## src/logic/standby_reset_defs.svh

```systemverilog
// offsets, field positions and timing counts of the standby and reset status block
`ifndef STANDBY_RESET_DEFS_SVH
`define STANDBY_RESET_DEFS_SVH

// register word indexes; the byte address on the bus is index * 4
`define IDX_BREAK_STATUS 16'hFE00
`define IDX_RESET_CAUSE 16'hFE01
`define IDX_BREAK_FLAG_CLEAR 16'hFE03
`define IDX_CONTROL 16'hFE08
`define IDX_STATE 16'hFE09
`define ADDR_WIDTH 18

// break status fields
`define BSTAT_STANDBY_BIT 1
// reset cause fields
`define RC_LOW_VOLTAGE 1
`define RC_MONITOR 2
`define RC_ILLEGAL_ADDR 3
`define RC_ILLEGAL_OP 4
`define RC_WATCHDOG 5
`define RC_PIN 6
`define RC_POWER_ON 7
// break flag clear control fields
`define BFC_ENABLE_BIT 7
// control register fields
`define CTL_SHORT_RECOVERY 0
`define CTL_WATCHDOG_DISABLE 1
`define CTL_EMULATION 2

// stop recovery in quadrupled bus clock cycles; this block runs on that clock
`define LONG_RECOVERY_CYCLES 4096
`define SHORT_RECOVERY_CYCLES 32
`define COUNTER_WIDTH 13
`define ERASED_BYTE 8'hFF

`endif

```

## src/logic/standby_reset_pkg.sv

```systemverilog
// types shared by the standby and reset status logic
package standby_reset_pkg;
   typedef enum logic [1:0] {
      MODE_RUN,
      MODE_WAIT,
      MODE_STOP,
      MODE_RECOVER
   } power_mode_type;
endpackage

```

## src/logic/flag_guard_if.sv

```systemverilog
// break protection signals between the top and the flag guard
`timescale 1ns/1ns
`default_nettype none
interface flag_guard_if;
   logic break_mode;
   logic clear_enable;
   logic first_step;
   logic second_step;
   logic set_event;
   logic flag;
   modport top (output break_mode, output clear_enable, output first_step, output second_step,
      output set_event, input flag);
   modport guard (input break_mode, input clear_enable, input first_step, input second_step,
      input set_event, output flag);
endinterface
`default_nettype wire

```

## src/logic/flag_guard.sv

```systemverilog
// one status flag with a two-step clear that respects break protection
`timescale 1ns/1ns
`default_nettype none
module flag_guard (
   input wire logic ref_clk,
   input wire logic sys_rst,
   flag_guard_if.guard fg
);
   logic flag_q;
   logic armed_q;
   wire clear_allowed = !fg.break_mode || fg.clear_enable;
   wire do_clear = armed_q && fg.second_step && clear_allowed;
   assign fg.flag = flag_q;

   always_ff @(posedge ref_clk) begin
      if (sys_rst) begin
         flag_q <= 1'b0;
         armed_q <= 1'b0;
      end else begin
         // set wins over clear; a cleared flag stays cleared after break
         flag_q <= fg.set_event | (flag_q & ~do_clear);
         if (fg.set_event || do_clear) begin
            armed_q <= 1'b0;
         end else if (fg.first_step && flag_q) begin
            armed_q <= 1'b1;
         end
      end
   end
endmodule
`default_nettype wire

```

## src/logic/standby_reset_status.sv

```systemverilog
// standby, stop recovery, break flag protection and reset cause status
//
// The Avalon-MM register port was decided locally.
`timescale 1ns/1ns
`default_nettype none
`include "standby_reset_defs.svh"
module standby_reset_status #(
   parameter int LONG_RECOVERY = `LONG_RECOVERY_CYCLES,
   parameter int SHORT_RECOVERY = `SHORT_RECOVERY_CYCLES,
   parameter int COUNT_WIDTH = `COUNTER_WIDTH
) (
   input wire logic ref_clk,
   input wire logic sys_rst,
   // avalon-mm slave
   input wire logic [`ADDR_WIDTH-1:0] avs_address,
   input wire logic avs_read,
   input wire logic avs_write,
   input wire logic [31:0] avs_writedata,
   output logic [31:0] avs_readdata,
   output logic avs_waitrequest,
   // processor side
   input wire logic wait_exec,
   input wire logic stop_exec,
   input wire logic irq_pending,
   output logic mask_clear,
   output logic cpu_clock_enable,
   output logic periph_clock_enable,
   output logic bus_clock_double_enable,
   output logic bus_clock_quad_enable,
   output logic stack_start,
   output logic watchdog_enable,
   output logic [COUNT_WIDTH-1:0] counter_value,
   output logic standby_mode,
   output logic [1:0] power_state,
   // break module and resets (pins, synchronised)
   input wire logic break_irq,
   input wire logic power_on_event,
   input wire logic pin_reset_event,
   input wire logic watchdog_reset_event,
   input wire logic illegal_op_event,
   input wire logic illegal_addr_event,
   input wire logic low_voltage_event,
   input wire logic irq_at_test_voltage,
   input wire logic [7:0] vector_high,
   input wire logic [7:0] vector_low,
   // a peripheral flag with two-step clear, guarded in break
   input wire logic periph_flag_set,
   input wire logic periph_clear_first,
   input wire logic periph_clear_second,
   output logic periph_flag
);
   import standby_reset_pkg::*;

   localparam int SYNC_N = 10;
   localparam logic [COUNT_WIDTH-1:0] LONG_LAST = COUNT_WIDTH'(LONG_RECOVERY - 1);
   localparam logic [COUNT_WIDTH-1:0] SHORT_LAST = COUNT_WIDTH'(SHORT_RECOVERY - 1);

   // two-flop synchronisers for the break, reset event, test voltage, interrupt, flag set and vector inputs
   logic [SYNC_N-1:0] meta_q;
   logic [SYNC_N-1:0] sync_q;
   wire [SYNC_N-1:0] raw_in = {break_irq, power_on_event, pin_reset_event, watchdog_reset_event,
      illegal_op_event, illegal_addr_event, low_voltage_event, irq_at_test_voltage,
      irq_pending, periph_flag_set};
   wire brk_s = sync_q[9];
   wire por_s = sync_q[8];
   wire pin_s = sync_q[7];
   wire wdt_s = sync_q[6];
   wire illegal_opcode_flag_s = sync_q[5];
   wire illegal_address_flag_s = sync_q[4];
   wire lvi_s = sync_q[3];
   wire tst_s = sync_q[2];
   wire irq_s = sync_q[1];
   wire pset_s = sync_q[0];
   logic [7:0] vec_hi_meta_q, vec_hi_q, vec_lo_meta_q, vec_lo_q;

   always_ff @(posedge ref_clk) begin
      meta_q <= raw_in;
      sync_q <= meta_q;
      vec_hi_meta_q <= vector_high;
      vec_hi_q <= vec_hi_meta_q;
      vec_lo_meta_q <= vector_low;
      vec_lo_q <= vec_lo_meta_q;
   end

   // register storage
   logic bfc_enable_q;
   logic [2:0] ctl_q;
   logic [7:0] cause_q, cause_d;
   logic standby_flag_q, standby_flag_d;
   power_mode_type mode_q, mode_d;
   logic [COUNT_WIDTH-1:0] count_q, count_d;
   logic mask_clear_q, stack_q, stack_d;
   logic [31:0] rdata_q;
   logic wait_q;
   logic wreq_q;
   logic por_seen_q;

   // avalon: one wait cycle, then answer on the second edge
   wire access = avs_read || avs_write;
   wire done = access && wait_q;
   wire [15:0] idx = avs_address[`ADDR_WIDTH-1:2];
   wire hit_bstat = idx == `IDX_BREAK_STATUS;
   wire hit_cause = idx == `IDX_RESET_CAUSE;
   wire hit_bfc = idx == `IDX_BREAK_FLAG_CLEAR;
   wire hit_ctl = idx == `IDX_CONTROL;
   wire hit_state = idx == `IDX_STATE;
   wire wr_done = done && avs_write;
   wire rd_done = done && avs_read;

   wire short_rec = ctl_q[`CTL_SHORT_RECOVERY];
   wire emulation = ctl_q[`CTL_EMULATION];
   wire in_break = brk_s;
   wire clear_ok = !in_break || bfc_enable_q;

   wire [7:0] bstat_view = 8'(standby_flag_q) << `BSTAT_STANDBY_BIT;
   wire [7:0] bfc_view = 8'(bfc_enable_q) << `BFC_ENABLE_BIT;
   wire [31:0] rdata_d = hit_bstat ? {24'h0, bstat_view} :
                         hit_cause ? {24'h0, cause_q} :
                         hit_bfc ? {24'h0, bfc_view} :
                         hit_ctl ? {29'h0, ctl_q} :
                         hit_state ? {30'h0, mode_q} : 32'h0;

   // first edge of an access: insert the wait cycle and capture read data early
   wire first_cycle = access && !wait_q;

   always_ff @(posedge ref_clk) begin
      if (sys_rst) begin
         wait_q <= 1'b0;
         wreq_q <= 1'b1;
      end else begin
         wait_q <= first_cycle;
         wreq_q <= !first_cycle;
      end
   end

   always_ff @(posedge ref_clk) begin
      if (sys_rst) begin
         rdata_q <= 32'h0;
      end else if (rd_done || first_cycle) begin
         rdata_q <= rdata_d;
      end
   end

   always_ff @(posedge ref_clk) begin
      if (sys_rst) begin
         bfc_enable_q <= 1'b0;
         ctl_q <= 3'h0;
      end else if (wr_done && hit_bfc) begin
         bfc_enable_q <= avs_writedata[`BFC_ENABLE_BIT];
      end else if (wr_done && hit_ctl) begin
         ctl_q <= avs_writedata[2:0];
      end
   end

   // reset cause flags; reads clear them unless protected by break
   wire vec_erased = vec_hi_q == `ERASED_BYTE && vec_lo_q == `ERASED_BYTE;
   wire monitor_set = por_seen_q && vec_erased && !tst_s;
   wire cause_read_clear = rd_done && hit_cause && clear_ok;
   wire [7:0] cause_events = (8'(pin_s) << `RC_PIN) | (8'(wdt_s) << `RC_WATCHDOG)
      | (8'(illegal_opcode_flag_s) << `RC_ILLEGAL_OP) | (8'(illegal_address_flag_s) << `RC_ILLEGAL_ADDR)
      | (8'(monitor_set) << `RC_MONITOR) | (8'(lvi_s) << `RC_LOW_VOLTAGE);

   always_comb begin
      cause_d = cause_q;
      if (cause_read_clear) begin
         cause_d = 8'h00;
      end
      cause_d = cause_d | cause_events;
      if (por_s) begin
         cause_d = 8'(1) << `RC_POWER_ON;
      end
   end

   always_ff @(posedge ref_clk) begin
      if (sys_rst) begin
         por_seen_q <= 1'b0;
      end else begin
         por_seen_q <= por_s ? 1'b1 : (monitor_set ? 1'b0 : por_seen_q);
      end
   end

   // cause flags survive the system reset that they explain
   always_ff @(posedge ref_clk) begin
      cause_q <= cause_d;
   end

   // break-in-standby flag: cleared by writing zero to it
   wire standby_break = in_break && (mode_q == MODE_WAIT || mode_q == MODE_STOP);
   wire standby_clear = wr_done && hit_bstat && !avs_writedata[`BSTAT_STANDBY_BIT] && clear_ok;
   always_comb begin
      standby_flag_d = standby_flag_q;
      if (standby_clear) begin
         standby_flag_d = 1'b0;
      end
      if (standby_break) begin
         standby_flag_d = 1'b1;
      end
   end

   // power mode sequencing
   wire [COUNT_WIDTH-1:0] rec_last = short_rec ? SHORT_LAST : LONG_LAST;
   wire recover_done = count_q == rec_last;
   wire wake_wait = irq_s || (in_break && emulation);
   wire wake_stop = irq_s || in_break;

   always_comb begin
      mode_d = mode_q;
      count_d = count_q + 1'b1;
      stack_d = 1'b0;
      case (mode_q)
         MODE_RUN: begin
            if (stop_exec) begin
               mode_d = MODE_STOP;
               count_d = '0;
            end else if (wait_exec) begin
               mode_d = MODE_WAIT;
            end
         end
         MODE_WAIT: begin
            if (wake_wait) begin
               mode_d = MODE_RUN;
               stack_d = irq_s;
            end
         end
         MODE_STOP: begin
            count_d = '0;
            if (wake_stop) begin
               mode_d = MODE_RECOVER;
            end
         end
         MODE_RECOVER: begin
            if (recover_done) begin
               mode_d = MODE_RUN;
               stack_d = 1'b1;
            end
         end
         default: begin
            mode_d = MODE_RUN;
         end
      endcase
   end

   // pin and other resets keep the counter running; only power-on reset restarts it
   wire counter_restart = por_s;
   always_ff @(posedge ref_clk) begin
      if (counter_restart) begin
         count_q <= '0;
      end else begin
         count_q <= count_d;
      end
   end

   // executing wait or stop clears the global mask
   wire low_power_entry = mode_q == MODE_RUN && (wait_exec || stop_exec);

   always_ff @(posedge ref_clk) begin
      if (sys_rst) begin
         mode_q <= MODE_RUN;
         standby_flag_q <= 1'b0;
         mask_clear_q <= 1'b0;
         stack_q <= 1'b0;
      end else begin
         mode_q <= mode_d;
         standby_flag_q <= standby_flag_d;
         mask_clear_q <= low_power_entry;
         stack_q <= stack_d;
      end
   end

   // next values of the registered outputs
   wire next_run = mode_d == MODE_RUN;
   wire next_wait = mode_d == MODE_WAIT;
   wire next_stop = mode_d == MODE_STOP;
   wire next_watchdog = !ctl_q[`CTL_WATCHDOG_DISABLE] && !next_stop;

   // outputs, all registered
   always_ff @(posedge ref_clk) begin
      if (sys_rst) begin
         cpu_clock_enable <= 1'b1;
         periph_clock_enable <= 1'b1;
         bus_clock_double_enable <= 1'b1;
         bus_clock_quad_enable <= 1'b1;
         watchdog_enable <= 1'b0;
         standby_mode <= 1'b0;
         power_state <= 2'h0;
         counter_value <= '0;
      end else begin
         cpu_clock_enable <= next_run;
         periph_clock_enable <= next_run || next_wait;
         bus_clock_double_enable <= !next_stop;
         bus_clock_quad_enable <= !next_stop;
         watchdog_enable <= next_watchdog;
         standby_mode <= !next_run;
         power_state <= mode_d;
         counter_value <= count_d;
      end
   end

   assign mask_clear = mask_clear_q;
   assign stack_start = stack_q;
   assign avs_readdata = rdata_q;
   assign avs_waitrequest = wreq_q;

   // peripheral status flag under break protection
   flag_guard_if fg ();
   assign fg.break_mode = in_break;
   assign fg.clear_enable = bfc_enable_q;
   assign fg.first_step = periph_clear_first;
   assign fg.second_step = periph_clear_second;
   assign fg.set_event = pset_s;

   flag_guard u_guard (
      .ref_clk(ref_clk),
      .sys_rst(sys_rst),
      .fg(fg)
   );

   logic periph_flag_q;
   always_ff @(posedge ref_clk) begin
      periph_flag_q <= sys_rst ? 1'b0 : fg.flag;
   end
   assign periph_flag = periph_flag_q;
endmodule
`default_nettype wire

```

## config.mk

```make
export PLATFORM = sky130hd
export DESIGN_NAME = standby_reset_status
export DESIGN_NICKNAME = d
export VERILOG_FILES = /design/src/logic/standby_reset_pkg.sv /design/src/logic/flag_guard_if.sv /design/src/logic/flag_guard.sv /design/src/logic/standby_reset_status.sv
export VERILOG_INCLUDE_DIRS = /design/src /design/src/logic
export SDC_FILE = /design/constraint.sdc
export NUM_CORES = 1
export LEC_CHECK = 0
export BUFFER_PORTS_ARGS = -buffer_cell sky130_fd_sc_hd__buf_2
export CORE_MARGIN = 3
export CORE_UTILIZATION = 51
export DETAILED_ROUTE_END_ITERATION = 8
export GPL_TIMING_DRIVEN = 1
export PLACE_DENSITY = 0.87
export SLEW_MARGIN = 10
export SYNTH_ARGS = -nofsm -noshare
export SYNTH_HDL_FRONTEND = slang
export SYNTH_SLANG_ARGS = --single-unit
```

## constraint.sdc

```tcl
create_clock -name ref_clk -period 5.3 [get_ports ref_clk]
set_clock_uncertainty 0.15 [all_clocks]
set_input_delay 1.06 -clock ref_clk [delete_from_list [all_inputs] [get_ports ref_clk]]
set_output_delay 1.06 -clock ref_clk [all_outputs]
set_load 0.01 [all_outputs]
```

==> results of run 1 <==
power breakdown:
group          internal, mW  switching (mW)
clock                 0.741           0.384
combinational        0.0484          0.0711
sequential            0.892          0.0181
state kept, by name (all words and copies together), names as in the netlist, 2 cells and up:
name / count
counter_value: 13
cause_q: 7
sync_q: 10
avs_readdata: 8
vec_hi_q: 8
vec_lo_q: 8
ctl_q: 3
vec_hi_meta_q: 8
count_q: 13
meta_q: 10
vec_lo_meta_q: 8
power_state: 2
metrics by stage:
stage	cell area (sq um)	total power, mW	std cells	util
floorplan	3720	1.01	363	-
global placement	4050	1.04	512	0.593
detailed placement	4050	1.05	512	0.593
CTS	4650	2.18	544	0.681
global route	4650	2.23	544	0.681
finish	4650	2.16	544	0.681
cells in the mapped netlist (2+ instances only):
master | n | share of area
and4b_1 | 2 | 0.0055
mux2i_1 | 5 | 0.014
and3_1 | 2 | 0.0034
clkbuf_1 | 7 | 0.0072
or4_1 | 2 | 0.0041
nand4b_1 | 2 | 0.0048
a22oi_1 | 5 | 0.010
nand2b_1 | 2 | 0.0034
buf_4 | 25 | 0.052
dfxtp_1 | 113 | 0.62
nor4bb_1 | 2 | 0.0055
a21o_1 | 2 | 0.0041
o21ai_0 | 5 | 0.0069
a21oi_1 | 16 | 0.022
nand4_1 | 8 | 0.014
nor2_1 | 49 | 0.051
nand3_1 | 9 | 0.012
nor4_1 | 3 | 0.0052
nor2b_1 | 3 | 0.0052
xnor2_1 | 5 | 0.012
xor2_1 | 6 | 0.014
o211a_1 | 2 | 0.0055
nor3_1 | 7 | 0.0096
ha_1 | 5 | 0.017
inv_1 | 10 | 0.010
nand2_1 | 22 | 0.023
critical path, cell delays in order:
cell	delay (ns)
buf_2	0.10
nor4_1	0.26
nand4_1	0.28
nor4_1	0.75
a22oi_1	0.15
nor2_1	0.13
routing by layer:
| metal | track usage | up-vias | routed length [microns] |
|---|---|---|---|
| met5 | 0 | - | 7 |
| met4 | 0.0995 | 2 | 172 |
| met3 | 0.0692 | 19 | 500 |
| met2 | 0.319 | 116 | 3680 |
| met1 | 0.191 | 1252 | 2650 |
| li1 | - | 1298 | - |
how the worst min path moves through the flow:
| stage | endpoint | depth (start not counted) | slack (ns) | from |
|---|---|---|---|---|
| after CTS | vec_lo_q[1] | 0 | 0.17 | vec_lo_meta_q[1] |
| after floorplan | sync_q[0] | 0 | 0.16 | meta_q[0] |
| after global routing | vec_lo_q[7] | 0 | 0.18 | vec_lo_meta_q[7] |
| after detailed placement | vec_lo_q[1] | 0 | 0.16 | vec_lo_meta_q[1] |
| final | sync_q[1] | 0 | 0.18 | meta_q[1] |
| after global placement | sync_q[7] | 0 | 0.16 | meta_q[7] |
cell families (layout without fill, tap and decap cells):
kind of cell	Yosys count	in the layout	share of synthesized area
adders and majority gates	5	5	0.0172
and+or+nand+nor	119	119	0.160
xor gates and xnor gates	11	11	0.0265
muxes	7	7	0.0231
AOI/OAI and AO/OA	40	40	0.0775
other	1	24	0.00103
buffers and inverters	44	129	0.0717
DFF	113	113	0.623
cell type report:
type	count	area, sq um
Clock inverter	12	156
Fill cell	507	2180
Clock buffer	20	445
Inverter	11	41.3
Sequential cell	113	2260
Tap cell	96	120
Multi-Input combinational cell	206	1190
Timing Repair Buffer	86	430
==> results.json, run 1 <==
{
  "start_util": 0.532,
  "worstReg2RegStart": "power_state[0]",
  "postCtsResizedCells": 0,
  "area_growth_pct": 28.1,
  "ioPinCount": 141,
  "crit_arrival_ns": 2.74,
  "mostFrequentLayoutCell": "dfxtp_1",
  "grt_pass1_vias": 2684,
  "wire_per_inst_microns": 12.9,
  "synth_seq_cells": 113,
  "grt_max_degree": 24,
  "vias": 2687,
  "grt_usage": 0.183,
  "via_per_inst": 4.94,
  "cts.sinks": 113,
  "crit_start": "avs_address[4]",
  "critPathKind": "input pin to flop",
  "rr_endpoint": "count_q[4]",
  "cts-buffers-inserted": 17,
  "cts_hold_buf": 0,
  "synth_area_sq_um": 3630,
  "final_cell_mix": "dfxtp_1, buf_2, nor2_1",
  "drive_gt1_frac": 0.277,
  "power_density_nw_per_um2": 463,
  "fp.dieW_microns": 90.4,
  "maxSlewHeadroom": 0.451,
  "antenna_found_initial": 1,
  "crit_required_ns": 5.59,
  "syn_inst": 340,
  "dp_hpwl_microns": 4870,
  "worstSkewPairLatency_ns": 0.50,
  "dieHeight_microns": 90.4,
  "place.gp.congestion": 0.846,
  "min_period_ns": 2.45,
  "drv_cap": 0,
  "rows": 30,
  "cts_tree": "yes",
  "ys_warn_count": 0,
  "core_area_sq_um": 6830,
  "clkTransAtPathRegs_ns": 0.06,
  "synth-main-ff-cell": "dfxtp_1",
  "root_buffer": "clkbuf_8",
  "period_share": 0.462,
  "status": "finished clean",
  "insertedDiodeCount": 0,
  "dp_slack_ns": 2.35,
  "dieArea_sq_um": 8170,
  "fin_setup_tns_ns": 0,
  "hp-class": "flop to flop",
  "grt-ovfl-total": 0,
  "layout.nets": 524,
  "drtAntennaViolNets": 0,
  "routed_wl_microns": 7010,
  "grt_pass1_wl_microns": 11800,
  "final_max_slew_viol_count": 0,
  "cp-end-kind": "flop",
  "cts_max_level": 4,
  "portBuffers": 86,
  "setup_viol": 0,
  "reg2reg_depth": 5,
  "p_leak_nw": 2.06,
  "route.detailed.drc": 0,
  "synth_cell_types": 47,
  "crit_path_start_kind": "input pin",
  "ir_drop_uv": 380,
  "cp-endpoint": "avs_readdata[3]",
  "clock.fmax_mhz": 408,
  "worst_slack_ns": 2.85,
  "synth-edff-count": 0,
  "tightest_slew_ns": 0.816,
  "holdWs_ns": 0.176,
  "finalHoldViolCount": 0,
  "synth_area_per_cell_sq_um": 10.7,
  "seq_area_frac_synth": 0.623,
  "postCtsSetupBuffers": 0,
  "dr.pass1.iters": 4,
  "clock_path_buffers": 2,
  "crit_fanout": 6,
  "rsz0062_at_grt": "false",
  "async_flop_share": 0,
  "drtIter0Drc": 153,
  "reg2reg_slack_ns": 3.22
}
Power figures use the tool's default switching activity.
==> run 2, diff against run 1 <==
Settings changed: CORE_UTILIZATION 51 to 43, PLACE_DENSITY 0.87 to 0.79.
Clock period 5.3 ns to 2.06 ns, I/O delays scaled along.
==> run 2 against run 1 <==
Against the previous run: wire length up 11%; first-iteration DRC count down 23%; hold slack worse by 0.14 ns; highest routed layer is now met4; design area up 8.7%; global-route usage down 1.9 points; utilization down 4.6 points; sequential power rose to 2.6 times the previous value; non-clock buffer count up 44; count of clock-buffer cells in the layout down 3; sequential share of layout area down 3.9 points.
==> results.json, run 2 (synthesis gave the netlist of run 1 again) <==
{
  "crit_fanout": 5,
  "min_to": "avs_waitrequest",
  "worstSkewPairLatency_ns": 0.51,
  "status": "finished clean",
  "reg.largest.list": "count_q x13, counter_value x13",
  "ioPinCount": 141,
  "setup_viol": 0,
  "antenna_found_initial": 0,
  "cpPeakStageDelay_ns": 0.50,
  "worstReg2RegStart": "ctl_q[0]",
  "portBuffers": 86,
  "ir_drop_uv": 959,
  "critical-path-top-delay-family": "compound AO/OA/AOI/OAI gates",
  "drtIter0Drc": 118,
  "dieHeight_microns": 97.9,
  "dieArea_sq_um": 9580,
  "area_growth_pct": 39.2,
  "clock_path_buffers": 2,
  "drive_gt1_frac": 0.287,
  "min_period_ns": 1.97,
  "start_util": 0.456,
  "grt_pass1_wl_microns": 12500,
  "rsz0062_at_grt": "false",
  "core_area_sq_um": 7970,
  "hp-class": "input pin to flop",
  "wire_per_inst_microns": 13.1,
  "route.detailed.drc": 0,
  "reg2reg_slack_ns": 0.09,
  "mostFrequentLayoutCell": "dfxtp_1",
  "drv_cap": 0,
  "place.gp.congestion": 0.814,
  "cts_tree": "yes",
  "path_buf_inv": 0,
  "period_share": 0.958,
  "routed_wl_microns": 7770,
  "crit_required_ns": 2.28,
  "fin_setup_tns_ns": 0,
  "root_buffer": "clkbuf_8",
  "hold_path_depth": 2,
  "dpl.cell_count": 531,
  "slowest_stage": "or4b_4",
  "final_max_slew_viol_count": 0,
  "dr.pass1.iters": 5,
  "finalHoldViolCount": 0,
  "critPathKind": "flop to flop",
  "cts_max_level": 4,
  "power.total_mw": 5.48,
  "final_cell_count_no_fill": 594,
  "crit_path_start_kind": "flop",
  "clock.fmax_mhz": 507,
  "hp-start": "avs_write",
  "cts.sinks": 113,
  "drtAntennaViolNets": 0,
  "rr_endpoint": "standby_mode",
  "cts-buffers-inserted": 17,
  "rows": 32,
  "via_per_inst": 4.73,
  "cp-end-kind": "flop",
  "p_leak_nw": 2.25,
  "dp_hpwl_microns": 4960,
  "clkTransAtPathRegs_ns": 0.06,
  "grt-ovfl-total": 0,
  "power_density_nw_per_um2": 1080,
  "final_cell_mix": "dfxtp_1, buf_2, nor2_1",
  "fp.dieW_microns": 97.9,
  "worst_slack_ns": 0.0857,
  "grt_usage": 0.165,
  "crit_arrival_ns": 2.20,
  "grt_pass1_vias": 2780,
  "dp_slack_ns": 0.0128,
  "reg2reg_depth": 5,
  "vias": 2808,
  "insertedDiodeCount": 0,
  "layout.nets": 568,
  "grt_max_degree": 23,
  "crit_path_cell_trace": "or4b_4 > o22ai_4 > a31oi_4 > a22oi_2 > o21ai_0"
}
-- run 2: timing repair --
| action | CTS | global route |
|---|---|---|
| hold endpoints to repair | 30 | 0 |
| setup endpoints to repair | 0 | 2 |
| hold buffers | 30 | 0 |
| buffers inserted | 0 | 1 |
| resized for setup | 0 | 4 |
-- run 2: worst max path at each step --
stage                        start           end  slack (ns)  cells past startpoint
floorplan           avs_address[4]    cause_q[1]        0.15                      6
global placement    avs_address[4]    cause_q[4]        0.04                      6
detailed placement  avs_address[4]    cause_q[1]        0.01                      6
CTS                     count_q[6]  standby_mode         0.1                      5
global route              ctl_q[0]  standby_mode        0.02                      5
finish                    ctl_q[0]  standby_mode        0.09                      5
-- run 2: report_power, final --
part / switching (mW) / internal, mW / total [mW] / leakage, nW
Clock: 1.03 / 1.73 / 2.76 / 0.275
Sequential: 0.0385 / 2.29 / 2.33 / 0.936
Combinational: 0.207 / 0.181 / 0.388 / 1.03
-- run 2: metrics by stage --
step / instance area (sq um) / utilization / hold slack, ns
floorplan: 3720 / - / 0.160
global placement: 4150 / 0.521 / 0.160
detailed placement: 4150 / 0.521 / 0.163
CTS: 5020 / 0.630 / 0.00519
global route: 5060 / 0.635 / 0.0414
finish: 5060 / 0.635 / 0.0339
-- run 2: metal layers --
metal  part of all wire  GRT usage  vias up  wire [microns]
li1                   -          -     1384               -
met1               0.39      0.168     1293            3070
met2               0.52      0.288      116            4050
met3              0.061     0.0700       15             477
met4              0.022     0.0799        0             171
met5                  0          0        -               0
-- run 2: layout make-up --
type / count / area [sq um]
Clock buffer: 17 / 414
Tap cell: 102 / 128
Timing Repair Buffer: 130 / 836
Inverter: 11 / 41.3
Sequential cell: 113 / 2260
Multi-Input combinational cell: 206 / 1220
Fill cell: 649 / 2910
Clock inverter: 15 / 155
==> run 3, diff against run 2 <==
Settings changed: ABC_AREA set to 1, PLACE_DENSITY 0.79 to 0.78.
==> run 3 against run 2 <==
Against the previous run: via count up 9.4%; setup slack better by 0.12 ns; wire length up 4.8%; critical endpoint is now count_q[8].
==> results.json, run 3 <==
{
  "grt_pass1_wl_microns": 13400,
  "ioPinCount": 141,
  "dr.pass1.iters": 4,
  "grt_pass1_vias": 3085,
  "crit_path_start_kind": "flop",
  "cp-end-kind": "flop",
  "vias": 3072,
  "rsz0062_at_grt": "false",
  "seq_area_frac_synth": 0.605,
  "root_buffer": "clkbuf_8",
  "setup_viol": 0,
  "holdWs_ns": 0.0112,
  "synth_area_sq_um": 3740,
  "syn_inst": 410,
  "nFillCells": 680,
  "core_area_sq_um": 8340,
  "via_per_inst": 4.69,
  "multiInputGateArea_sq_um": 1190,
  "regArea_sq_um": 2260,
  "status": "finished clean",
  "layout.nets": 626,
  "period_share": 0.898,
  "power_density_nw_per_um2": 1110,
  "postCtsSetupBuffers": 0,
  "min_period_ns": 1.85,
  "rows": 33,
  "reg2reg_slack_ns": 0.21,
  "power.total_mw": 5.60,
  "worstSkewPairLatency_ns": 0.51,
  "ys_warn_count": 0,
  "hp-start": "periph_clear_first",
  "synth_cell_types": 30,
  "crit_start": "power_state[0]",
  "drive_gt1_frac": 0.256,
  "cts.sinks": 113,
  "antenna_found_initial": 0,
  "synth_area_leaders": "dfxtp_1, nand2_1, nor2_1, buf_4, inv_1",
  "place.gp.congestion": 0.962,
  "hp-class": "input pin to flop",
  "p_leak_nw": 2.33,
  "maxSlewHeadroom": 0.480,
  "yosys-top-cells-count": "dfxtp_1, nand2_1, nor2_1, inv_1, a21oi_1",
  "crit_fanout": 9,
  "mostFrequentLayoutCell": "dfxtp_1",
  "dp_hpwl_microns": 5270,
  "synth-edff-count": 0,
  "clock_path_buffers": 2,
  "worstReg2RegStart": "power_state[0]",
  "fin_setup_tns_ns": 0,
  "finalHoldViolCount": 0,
  "crit_arrival_ns": 2.07,
  "routed_wl_microns": 8140,
  "yosysMostFrequentCell": "dfxtp_1",
  "wire_per_inst_microns": 12.4,
  "ir_drop_uv": 844,
  "grt_usage": 0.172,
  "cts_max_level": 4,
  "synth.top_cell.area_share": 0.605,
  "cts-buffers-inserted": 17,
  "grt_max_degree": 21,
  "cts_tree": "yes",
  "reg.largest.list": "count_q x13, counter_value x13",
  "drtIter0Drc": 142,
  "tightest_slew_ns": 0.779,
  "crit_required_ns": 2.27,
  "critPathKind": "flop to flop",
  "synth_area_per_cell_sq_um": 9.12,
  "dieArea_sq_um": 9850,
  "route.detailed.drc": 0,
  "dieHeight_microns": 99.2,
  "clkTransAtPathRegs_ns": 0.06,
  "final_cell_mix": "dfxtp_1, buf_2, nand2_1",
  "final_max_slew_viol_count": 0,
  "start_util": 0.448,
  "insertedDiodeCount": 0,
  "yosysTopAreaCell": "dfxtp_1",
  "async_flop_share": 0,
  "clock.fmax_mhz": 540,
  "synth_seq_cells": 113,
  "grt-ovfl-total": 0,
  "drv_cap": 0,
  "area_growth_pct": 35.1,
  "portBuffers": 86,
  "synth-main-ff-cell": "dfxtp_1",
  "drtAntennaViolNets": 0,
  "fp.dieW_microns": 99.2
}
run 3: changes by cell type after synthesis, moves of 9 or more:
cell | before | now
nor2_1 | 49 | 58
o21ai_0 | 5 | 15
inv_1 | 10 | 35
nand2_1 | 22 | 60
nand3_1 | 9 | 21
a21oi_1 | 16 | 26
run 3: final cells by class:
cell class | instances | area share
Multi-Input combinational cell | 251 | 0.236
Tap cell | 105 | 0.0260
Clock buffer | 18 | 0.0847
Timing Repair Buffer | 117 | 0.144
Clock inverter | 14 | 0.0332
Sequential cell | 113 | 0.448
Inverter | 37 | 0.0275
run 3: timing repair:
| item | 4_1_cts | 5_1_grt |
|---|---|---|
| endpoints found under the setup margin | 0 | 2 |
| resized for setup | 0 | 2 |
| hold endpoints to repair | 26 | 0 |
| hold buffers | 26 | 0 |
run 3: cells by family after synthesis:
kind of cell	Yosys count	synth area share
compound gates	46	0.0649
fa+ha+maj	5	0.0167
buf+inv	69	0.0991
flops	113	0.605
other cells	1	0.00100
simple gates	176	0.213
run 3: routing by layer:
layer  vias to the layer above  GRT usage  part of all wire
met3                        20     0.0533             0.060
met1                      1403      0.178              0.40
li1                       1533          -                 -
met4                         0     0.0956             0.026
met2                       116      0.307              0.52
met5                         -          0                 0
run 3: where the power goes:
| group | internal [mW] | total (mW) | switching [mW] |
|---|---|---|---|
| sequential | 2.30 | 2.34 | 0.0468 |
| clock | 1.79 | 2.88 | 1.09 |
| combinational | 0.160 | 0.372 | 0.212 |
run 3: worst paths after layout:
path / endpoint / cells past startpoint
setup / recovery: count_q[8] / 9
hold / removal: u_guard.armed_q / 3
setup reg to reg: count_q[8] / 9
hold reg to reg: sync_q[8] / 0
run 3: stage by stage:
step,setup WS [ns],std cells,area [sq um],utilization
CTS,0.147,655,5050,0.605
global route,0.0254,655,5050,0.606
global placement,0.241,597,4190,0.503
floorplan,0.329,433,3820,-
finish,0.209,655,5050,0.606
detailed placement,0.221,597,4190,0.503
run 3: critical path: stages (launching register included):
cell and delay (ns):
dfxtp_2 0.39, inv_1 0.09, ha_1 0.23, inv_1 0.10, nor2_1 0.07, nor2_1 0.19
buf_4 0.21, a21oi_1 0.06, o21ai_0 0.14, nor2_1 0.07
